`src/mps_regs.svh`:
```
// register map, field positions, reset values and timing counts
`ifndef MPS_REGS_SVH
`define MPS_REGS_SVH

// byte addresses of the apb registers
`define MPS_ADDR_CTRL 8'h00
`define MPS_ADDR_PERIOD 8'h04
`define MPS_ADDR_DUTY 8'h08
`define MPS_ADDR_STATUS 8'h0C
`define MPS_ADDR_AVG 8'h10

// field positions
`define MPS_CTRL_RUN 0
`define MPS_STAT_CNT_LSB 0
`define MPS_STAT_CNT_MSB 2
`define MPS_STAT_PARALLEL 4
`define MPS_STAT_ENABLED 5
`define MPS_STAT_ALIGN 6

// reset values and minimum period
`define MPS_CTRL_RST 1'h1
`define MPS_PERIOD_RST 16'h0064
`define MPS_DUTY_RST 16'h0014
`define MPS_PERIOD_MIN 16'h0004

// balance loop gain as a right shift of the error
`define MPS_BAL_SHIFT 2

// timing: clock period and mode-select setup before enable rises
`define MPS_CLK_NS 100
`define MPS_SEL_SETUP_NS 1000
`define MPS_SEL_SETUP_CYC ((`MPS_SEL_SETUP_NS + `MPS_CLK_NS - 1) / `MPS_CLK_NS)

`endif

```
`src/mps_pkg.sv`:
```
// types shared by the phase sequencer files
package mps_pkg;

	// synchronised pin group
	typedef struct packed {
		logic align;
		logic strap4;
		logic strap3;
		logic strap2;
		logic sel;
		logic en;
	} mps_pins_t;

	// regulator run state
	typedef enum logic {
		MPS_OFF,
		MPS_RUN
	} mps_state_t;

endpackage

```
`src/mps_sequencer.sv`:
```
// multiphase pwm sequencer: strap detect, interleave, balance, vid mode
//
// What this block does
// - straps select one to four core channels
// - four channels fire 1-2-3-4, quarter spaced
// - three channels fire 1-2-3, third spaced
// - two channels: second fires half cycle later
// - cycle length equals programmed switching period
// - alignment trigger turns on only armed active phases (own slot start seen, not yet risen)
// - channel currents sampled continuously each cycle
// - average equals active sum over count
// - width corrected by average minus sample
// - enable low: regulators off, select sampled
// - enable rise latches select: high parallel
// - each active phase rises at most once per interval
// - parallel mode keeps northbridge regulator off
//
// The implementer's own choices: the APB register port and the register offsets.
`timescale 1ns/1ps
`include "mps_regs.svh"
module mps_sequencer #(
	parameter int CW = 8,
	parameter int PW = 16
) (
	// clock and reset
	input wire logic core_clk,
	input wire logic rst_n,
	// board pins
	input wire logic core_enable,
	input wire logic vid_mode_select,
	input wire logic chan2_sense_strap,
	input wire logic chan3_sense_strap,
	input wire logic chan4_sense_strap,
	input wire logic phase_align_trigger,
	// sensed channel currents, same clock
	input wire logic [3:0][CW-1:0] chan_current,
	// apb slave
	input wire logic [7:0] paddr,
	input wire logic psel,
	input wire logic penable,
	input wire logic pwrite,
	input wire logic [31:0] pwdata,
	output logic [31:0] prdata,
	output logic pready,
	output logic pslverr,
	// gate driver pulses
	output logic phase_pulse_1,
	output logic phase_pulse_2,
	output logic phase_pulse_3,
	output logic phase_pulse_4,
	// regulator and mode status
	output logic core_reg_en,
	output logic nb_reg_en,
	output logic parallel_vid_mode,
	output logic serial_vid_mode,
	output logic [2:0] active_chan_count,
	output logic [CW-1:0] cycle_avg_current
);

	// reset release through two flops
	logic [1:0] rst_q;
	logic rst_core_n;

	always_ff @(posedge core_clk or negedge rst_n) begin
		if (!rst_n) begin
			rst_q <= 2'h0;
		end else begin
			rst_q <= {rst_q[0], 1'b1};
		end
	end
	assign rst_core_n = rst_q[1];

	// pin synchroniser: a change counts once stages two and three agree
	mps_pkg::mps_pins_t pin_raw;
	mps_pkg::mps_pins_t pin_s1;
	mps_pkg::mps_pins_t pin_s2;
	mps_pkg::mps_pins_t pin_s3;
	mps_pkg::mps_pins_t pin;
	mps_pkg::mps_pins_t next_pin;

	always_comb begin
		pin_raw.align = phase_align_trigger;
		pin_raw.strap4 = chan4_sense_strap;
		pin_raw.strap3 = chan3_sense_strap;
		pin_raw.strap2 = chan2_sense_strap;
		pin_raw.sel = vid_mode_select;
		pin_raw.en = core_enable;
		// stage one is only read by stage two
		next_pin = (pin_s3 & ~(pin_s2 ^ pin_s3)) | (pin & (pin_s2 ^ pin_s3));
	end

	always_ff @(posedge core_clk or negedge rst_core_n) begin
		if (!rst_core_n) begin
			pin_s1 <= '0;
			pin_s2 <= '0;
			pin_s3 <= '0;
			pin <= '0;
		end else begin
			pin_s1 <= pin_raw;
			pin_s2 <= pin_s1;
			pin_s3 <= pin_s2;
			pin <= next_pin;
		end
	end

	// apb registers
	logic ctrl_run;
	logic [PW-1:0] period;
	logic [PW-1:0] duty;
	logic next_ctrl_run;
	logic [PW-1:0] next_period;
	logic [PW-1:0] next_duty;
	logic [31:0] next_prdata;
	logic next_pready;
	logic next_pslverr;

	// run state and latched mode
	mps_pkg::mps_state_t state;
	mps_pkg::mps_state_t next_state;
	logic en_prev;
	logic next_core_reg_en;
	logic next_nb_reg_en;
	logic next_parallel;
	logic [2:0] next_count;

	// cycle timing and balance
	logic [PW-1:0] cyc_cnt;
	logic [PW-1:0] next_cyc_cnt;
	logic [3:0][CW-1:0] sample;
	logic [3:0][PW-1:0] chan_width;
	logic [3:0][PW-1:0] next_chan_width;
	logic [CW-1:0] next_avg;
	logic [3:0] slot_start;
	logic [3:0] chan_active;
	logic running;
	logic force_all;

	// bus: one wait state, then the answer with pready
	always_comb begin
		logic setup_wait;
		logic done;
		logic mapped;
		setup_wait = psel & penable & ~pready;
		done = psel & penable & pready;
		mapped = 1'b0;
		next_ctrl_run = ctrl_run;
		next_period = period;
		next_duty = duty;
		next_prdata = 32'h00000000;
		next_pready = setup_wait;
		mapped = (paddr == `MPS_ADDR_CTRL) || (paddr == `MPS_ADDR_PERIOD) ||
			(paddr == `MPS_ADDR_DUTY) || (paddr == `MPS_ADDR_STATUS) ||
			(paddr == `MPS_ADDR_AVG);
		next_pslverr = setup_wait & ~mapped;
		if (setup_wait && !pwrite) begin
			case (paddr)
				`MPS_ADDR_CTRL: next_prdata[`MPS_CTRL_RUN] = ctrl_run;
				`MPS_ADDR_PERIOD: next_prdata[PW-1:0] = period;
				`MPS_ADDR_DUTY: next_prdata[PW-1:0] = duty;
				`MPS_ADDR_STATUS: begin
					next_prdata[`MPS_STAT_CNT_MSB:`MPS_STAT_CNT_LSB] =
						active_chan_count;
					next_prdata[`MPS_STAT_PARALLEL] = parallel_vid_mode;
					next_prdata[`MPS_STAT_ENABLED] = core_reg_en;
					next_prdata[`MPS_STAT_ALIGN] = force_all;
				end
				`MPS_ADDR_AVG: next_prdata[CW-1:0] = cycle_avg_current;
				default: next_prdata = 32'h00000000;
			endcase
		end
		if (done && pwrite) begin
			case (paddr)
				`MPS_ADDR_CTRL: next_ctrl_run = pwdata[`MPS_CTRL_RUN];
				// a period below the minimum would collapse the slots
				`MPS_ADDR_PERIOD: next_period = (pwdata[PW-1:0] <
					`MPS_PERIOD_MIN) ? `MPS_PERIOD_MIN : pwdata[PW-1:0];
				`MPS_ADDR_DUTY: next_duty = pwdata[PW-1:0];
				default: next_duty = duty;
			endcase
		end
	end

	always_ff @(posedge core_clk or negedge rst_core_n) begin
		if (!rst_core_n) begin
			ctrl_run <= `MPS_CTRL_RST;
			period <= `MPS_PERIOD_RST;
			duty <= `MPS_DUTY_RST;
			prdata <= 32'h00000000;
			pready <= 1'b0;
			pslverr <= 1'b0;
		end else begin
			ctrl_run <= next_ctrl_run;
			period <= next_period;
			duty <= next_duty;
			prdata <= next_prdata;
			pready <= next_pready;
			pslverr <= next_pslverr;
		end
	end

	// enable, mode latch and channel detection
	always_comb begin
		logic [2:0] strap_count;
		strap_count = 3'h4;
		// straps tie sense-minus pins to supply to drop channels
		if (pin.strap4 && pin.strap3 && pin.strap2) begin
			strap_count = 3'h1;
		end else if (pin.strap4 && pin.strap3) begin
			strap_count = 3'h2;
		end else if (pin.strap4) begin
			strap_count = 3'h3;
		end else begin
			strap_count = 3'h4;
		end
		next_state = state;
		next_parallel = parallel_vid_mode;
		next_count = active_chan_count;
		case (state)
			mps_pkg::MPS_OFF: begin
				// select and straps tracked while disabled
				next_parallel = pin.sel;
				next_count = strap_count;
				if (pin.en && !en_prev) begin
					// value seen at the rising edge is held; the
					// board keeps select settled well ahead of it
					next_state = mps_pkg::MPS_RUN;
				end
			end
			mps_pkg::MPS_RUN: begin
				if (!pin.en) begin
					next_state = mps_pkg::MPS_OFF;
				end
			end
			default: next_state = mps_pkg::MPS_OFF;
		endcase
		next_core_reg_en = (next_state == mps_pkg::MPS_RUN);
		// northbridge only runs in serial mode
		next_nb_reg_en = next_core_reg_en & ~next_parallel;
	end

	always_ff @(posedge core_clk or negedge rst_core_n) begin
		if (!rst_core_n) begin
			state <= mps_pkg::MPS_OFF;
			en_prev <= 1'b0;
			core_reg_en <= 1'b0;
			nb_reg_en <= 1'b0;
			parallel_vid_mode <= 1'b0;
			serial_vid_mode <= 1'b1;
			active_chan_count <= 3'h4;
		end else begin
			state <= next_state;
			en_prev <= pin.en;
			core_reg_en <= next_core_reg_en;
			nb_reg_en <= next_nb_reg_en;
			parallel_vid_mode <= next_parallel;
			serial_vid_mode <= ~next_parallel;
			active_chan_count <= next_count;
		end
	end

	assign running = core_reg_en & ctrl_run;
	assign force_all = running & pin.align;

	// interval counter and slot positions
	always_comb begin
		logic [PW-1:0] slot;
		logic [PW+1:0] offs;
		slot = '0;
		offs = '0;
		next_cyc_cnt = '0;
		if (running && cyc_cnt < period - PW'(1)) begin
			next_cyc_cnt = cyc_cnt + PW'(1);
		end
		case (active_chan_count)
			3'h4: slot = period >> 2;
			3'h3: slot = period / PW'(3);
			3'h2: slot = period >> 1;
			default: slot = period;
		endcase
		for (int k = 0; k < 4; k++) begin
			offs = (PW+2)'(slot) * (PW+2)'(k);
			chan_active[k] = running && (3'(k) < active_chan_count);
			slot_start[k] = chan_active[k] && (cyc_cnt == offs[PW-1:0]);
		end
	end

	// current balance: average at interval end, correct each width
	always_comb begin
		logic [CW+1:0] sum;
		logic [CW+1:0] avg;
		logic signed [PW+1:0] err;
		logic signed [PW+1:0] w;
		avg = '0;
		err = '0;
		w = '0;
		sum = '0;
		for (int k = 0; k < 4; k++) begin
			if (3'(k) < active_chan_count) begin
				sum = sum + (CW+2)'(sample[k]);
			end
		end
		case (active_chan_count)
			3'h4: avg = sum >> 2;
			3'h3: avg = sum / (CW+2)'(3);
			3'h2: avg = sum >> 1;
			default: avg = sum;
		endcase
		next_avg = cycle_avg_current;
		next_chan_width = chan_width;
		if (cyc_cnt == period - PW'(1) || !running) begin
			next_avg = avg[CW-1:0];
			for (int k = 0; k < 4; k++) begin
				err = $signed((PW+2)'(avg)) - $signed((PW+2)'(sample[k]));
				w = $signed((PW+2)'(duty)) + (err >>> `MPS_BAL_SHIFT);
				if (w < 0) begin
					next_chan_width[k] = '0;
				end else if (w >= $signed((PW+2)'(period))) begin
					next_chan_width[k] = period - PW'(1);
				end else begin
					next_chan_width[k] = w[PW-1:0];
				end
			end
		end
	end

	always_ff @(posedge core_clk or negedge rst_core_n) begin
		if (!rst_core_n) begin
			cyc_cnt <= '0;
			sample <= '0;
			chan_width <= '0;
			cycle_avg_current <= '0;
		end else begin
			cyc_cnt <= next_cyc_cnt;
			sample <= chan_current;
			chan_width <= next_chan_width;
			cycle_avg_current <= next_avg;
		end
	end

	// four phase channels
	logic [3:0] pulse;

	for (genvar g = 0; g < 4; g++) begin : g_chan
		mps_phase_chan #(
			.W(PW)
		) u_chan (
			.core_clk(core_clk),
			.rst_n(rst_core_n),
			.active(chan_active[g]),
			.start(slot_start[g]),
			.force_on(force_all),
			.width(chan_width[g]),
			.pulse(pulse[g])
		);
	end

	assign phase_pulse_1 = pulse[0];
	assign phase_pulse_2 = pulse[1];
	assign phase_pulse_3 = pulse[2];
	assign phase_pulse_4 = pulse[3];

endmodule

```
`src/mps_phase_chan.sv`:
```
// one phase output: slot start, width count, forced turn-on
`timescale 1ns/1ps
module mps_phase_chan #(
	parameter int W = 16
) (
	// clock and reset
	input wire logic core_clk,
	input wire logic rst_n,
	// control
	input wire logic active,
	input wire logic start,
	input wire logic force_on,
	input wire logic [W-1:0] width,
	// gate driver pulse
	output logic pulse
);

	logic armed;
	logic [W-1:0] cnt;
	logic next_pulse;
	logic next_armed;
	logic [W-1:0] next_cnt;

	// arm at own slot, rise at most once per interval
	always_comb begin
		logic arm_now;
		logic rise;
		arm_now = armed | start;
		rise = active & arm_now & ((start & (width != '0)) | force_on);
		next_pulse = pulse;
		next_armed = arm_now;
		next_cnt = cnt;
		if (!active) begin
			next_pulse = 1'b0;
			next_armed = 1'b0;
			next_cnt = '0;
		end else if (rise && !pulse) begin
			next_pulse = 1'b1;
			next_armed = 1'b0;
			next_cnt = (width == '0) ? W'(1) : width;
		end else if (pulse) begin
			// termination after the commanded width
			if (cnt <= W'(1)) begin
				next_pulse = 1'b0;
				next_cnt = '0;
			end else begin
				next_cnt = cnt - W'(1);
			end
		end
	end

	// register the channel state
	always_ff @(posedge core_clk or negedge rst_n) begin
		if (!rst_n) begin
			pulse <= 1'b0;
			armed <= 1'b0;
			cnt <= '0;
		end else begin
			pulse <= next_pulse;
			armed <= next_armed;
			cnt <= next_cnt;
		end
	end

endmodule

```
`config.mk`:
```
export PLATFORM = sky130hd
export DESIGN_NAME = mps_sequencer
export DESIGN_NICKNAME = d
export VERILOG_FILES = /design/src/mps_pkg.sv /design/src/mps_sequencer.sv /design/src/mps_phase_chan.sv
export VERILOG_INCLUDE_DIRS = /design/src /design/src/src
export SDC_FILE = /design/constraint.sdc
export NUM_CORES = 1
export LEC_CHECK = 0
export BUFFER_PORTS_ARGS = -buffer_cell sky130_fd_sc_hd__buf_2
export CAP_MARGIN = 20
export CORE_UTILIZATION = 25
export CTS_CLUSTER_SIZE = 8
export DETAILED_ROUTE_END_ITERATION = 8
export SLEW_MARGIN = 20
export SYNTH_ARGS = -nofsm -noshare
export SYNTH_HDL_FRONTEND = slang
export SYNTH_HIERARCHICAL = 1
export SYNTH_SLANG_ARGS = --single-unit
export TNS_END_PERCENT = 5
```
`constraint.sdc`:
```
create_clock -name core_clk -period 14.9 [get_ports core_clk]
set_input_delay 2.235 -clock core_clk [delete_from_list [all_inputs] [get_ports core_clk]]
set_output_delay 2.235 -clock core_clk [all_outputs]
set_load 0.005 [all_outputs]
```
==> reports/metrics.yaml <==
clock_tree:
  clockRootBuffer: "clkbuf_16"
  clkLatencyLatePin_ps: 590
  cts_htree_levels: 2
  clk_path_buf_depth: 3
  clkSlewWorstSetupHoldPaths_ps: 50
  cts_sinks: 277
  cts_made_buffers: 42
  hold_buffers: 0
  cts_tree: "done"
worst_setup_path:
  path_max_fanout: 12
  critPathKind: "reg2reg"
  crit_required_ps: 15380
  worstSetupEndpointType: "register"
  slowest_delay_ps: 420
  start_kind: "register"
  worstPathArrival_ps: 14370
  critPathSlowestCell: "fa_1"
logic_synthesis:
  synthAdderAreaFrac_pct: 12.28
  synth_edf_count: 0
  synth_area_sq_mm: 0.02521
  ys_warn_count: 6
  yosys.area.top_type: "dfrtp_1"
  synth_top_family_by_area: "compound AO/OA/AOI/OAI gates"
  synth-xor-area-share_pct: 6.642
  synthFlopType: "dfrtp_1"
  syn_avg_cell_area_sq_um: 8.447
  synth_top_area_share_pct: 26.71
  ys_ff_latch: 277
  synth_area_leaders: "dfrtp_1, ha_1, o21ai_0"
  synth_mux_area_share_pct: 3.961
  netlist_instances: 2984
  synthSimpleGateAreaFrac_pct: 18.33
  ys_seq_area_share_pct: 27.54
  synthArstFlopShare_pct: 100.0
  ys_types: 117
  synth_compound_gate_area_share_pct: 24.06
global_route:
  grt_max_degree: 136
  grt_pass1_vias: 21460
  grt_pass1_wl_um: 128100
  grt_use_total_pct: 15.92
  gr-total-overflow: 0
  antenna_found_initial: 3
timing:
  setup_viol: 0
  final_hold_viol_count: 0
  worstMarginPinSlew_ps: 1179
  slew_headroom_pct: 20.86
  skew_ps: 25.10
  whs_ps: 345.4
  finalWorstSetupSlack_ps: 1003
  final_max_slew_viol_count: 0
  fmax_mhz: 71.96
  timing.final.crit_share_pct: 93.27
  min_period_ps: 13900
place:
  dpl_worst_slack_ps: 63.30
  numPortBuffers: 103
  placedCellCount: 4292
  place_hpwl_um: 62750
  place.gp.congestion: 0.9155
  place_area_sq_mm: 0.02682
cells_and_area:
  drive_above_1_share_pct: 12.08
  n_antenna_cell: 0
  fillers: 10620
  final_cells: 4369
  final_nets: 3370
  stdcell_area_sq_mm: 0.02830
  area_growth_pct: 12.29
flow_run:
  max_cap_viol_count: 0
route:
  first_pass_iters: 8
  detail_route.wl_per_cell_um: 19.09
  drt-total-wl_um: 83420
  via_per_inst: 5.210
  dr.first_iter.drc_count: 1963
  detail-route-antenna-nets: 0
  route.vias.total: 22760
  drc: 0
power_and_ir_drop:
  powerDensity_mw_per_mm2: 273.0
  leakagePower_nw: 12.66
  irDropWorstVdd_v: 0.0002163
die:
  die_y_um: 319.5
  rows: 116
  dieWidth_um: 319.5
  ioPinCount: 136
  core_sq_mm: 0.1000
  initial_utilization_pct: 25.21
  die_area_sq_mm: 0.1021
status:
  status: "complete, no violations"
worst_hold_path:
  worstHoldPathType: "reg2reg"
-- stage by stage --
step,setup TNS (ps),total power (W),util [%]
3_3_place_gp,0,0.006567,26.80
4_1_cts,0,0.007568,28.03
3_5_place_dp,0,0.006619,26.82
2_1_floorplan,0,0.005305,-
6_report,0,0.007726,28.30
5_1_grt,-124.8,0.008375,28.30
-- flip-flops by register name, indices dropped and copies added (netlist names), 2 cells and up, named ones only --
signal	flops
pin_s3	6
pin_s1	6
period	16
chan_width	64
g_chan.u_chan/cnt	64
active_chan_count	3
prdata	16
cyc_cnt	16
rst_q	2
duty	16
g_chan.u_chan/pulse	4
cycle_avg_current	8
pin_s2	6
g_chan.u_chan/armed	4
sample	32
-- cells in the mapped netlist, types with 18 or more instances --
cell type  number
dfrtp_1       269
nor2_1        262
nand2_1       257
ha_1          229
o21ai_0       220
inv_1         188
a21oi_1       180
xnor2_1       125
nor3_1         78
a21o_1         75
clkbuf_1       72
nand3_1        67
xor2_1         63
nor4_1         61
mux2i_1        59
nand4_1        36
a31oi_1        35
mux2_2         29
nand2b_1       29
a21boi_0       28
a22oi_1        26
buf_2          25
nor2b_1        25
o21ai_1        23
o31ai_1        23
or3_1          23
a211oi_1       22
and2_1         21
a221oi_1       19
buf_4          18
-- cell type report --
| type | instances | area [sq um] | area share (%) |
|---|---|---|---|
| clock inverter | 6 | 83.83 | 0.2962 |
| inverter | 201 | 754.5 | 2.666 |
| sequential | 277 | 6945 | 24.54 |
| clock buffer | 59 | 1125 | 3.974 |
| tap | 1298 | 1624 | 5.738 |
| timing repair buffer | 166 | 1025 | 3.621 |
| multi-input combinational | 2362 | 16750 | 59.17 |
-- what timing repair did --
action / in CTS / in global routing
resized for setup: 0 / 44
endpoints found under the setup margin: 0 / 64
setup buffers: 0 / 10
-- per-layer routing --
layer,GRT usage [%],wire (um)
met4,6.090,3200
met5,0,0
met2,25.06,36890
met1,21.59,37900
met3,2.767,5428
-- layout by cell type (no fill, tap or decap), types with 16 or more instances in the layout --
master	count
nor2b_1	25
and3_1	16
or3_1	23
xor2_1	62
o21ai_1	27
nor4_1	58
nand2_1	257
buf_4	59
a221oi_1	19
a21oi_1	172
o31ai_1	22
clkbuf_16	42
o211ai_1	17
conb_1	17
a31oi_1	33
a21o_1	75
a22oi_1	26
o21a_1	16
mux2i_1	59
dfrtp_1	268
o21ai_0	210
nand3_1	67
and2_1	20
ha_1	229
o22ai_1	16
nand2b_1	29
inv_1	188
nand4_1	36
a21boi_0	17
nor3_1	74
xnor2_1	124
buf_2	103
clkbuf_1	16
mux2_2	29
nor2_1	258
a211oi_1	21
-- worst max-delay path, delay by kind of cell, from the launching register on --
kind | cells | cell delay (ps)
DFF | 1 | 370
adders and majority gates | 7 | 2260
and+or+nand+nor | 25 | 3730
AOI/OAI and AO/OA | 32 | 5810
buffers and inverters | 2 | 400
xor gates and xnor gates | 4 | 810
muxes | 1 | 370
-- power breakdown --
| part | internal, W | switching, W | leakage, nW |
|---|---|---|---|
| Combinational | 0.00243 | 0.00337 | 8.57 |
| Clock | 0.000538 | 0.000361 | 0.582 |
| Sequential | 0.000922 | 0.000103 | 3.50 |
-- cell families after synthesis --
| group | after synthesis |
|---|---|
| AOI/OAI and AO/OA | 877 |
| xor gates and xnor gates | 189 |
| adders and majority gates | 244 |
| buffers and inverters | 361 |
| DFF | 277 |
| muxes | 93 |
| other | 2 |
| and+or+nand+nor | 941 |
-- worst paths after layout --
check | startpoint | endpoint | slack, ps | cells past startpoint
worst max-delay path | active_chan_count[1] | chan_width[1] | 1000 | 71
worst min-delay path | pin_s1[0] | pin_s2[0] | 350 | 0
worst max register to register | active_chan_count[1] | chan_width[1] | 1000 | 71
worst min register to register | pin_s1[0] | pin_s2[0] | 350 | 0
max in group asynchronous | rst_q[1] | g_chan[0].u_chan/cnt[11] | 12870 | 1
min in group asynchronous | rst_q[1] | g_chan[1].u_chan/pulse | 450 | 0
Note: power is estimated with default switching activity, not from simulation.
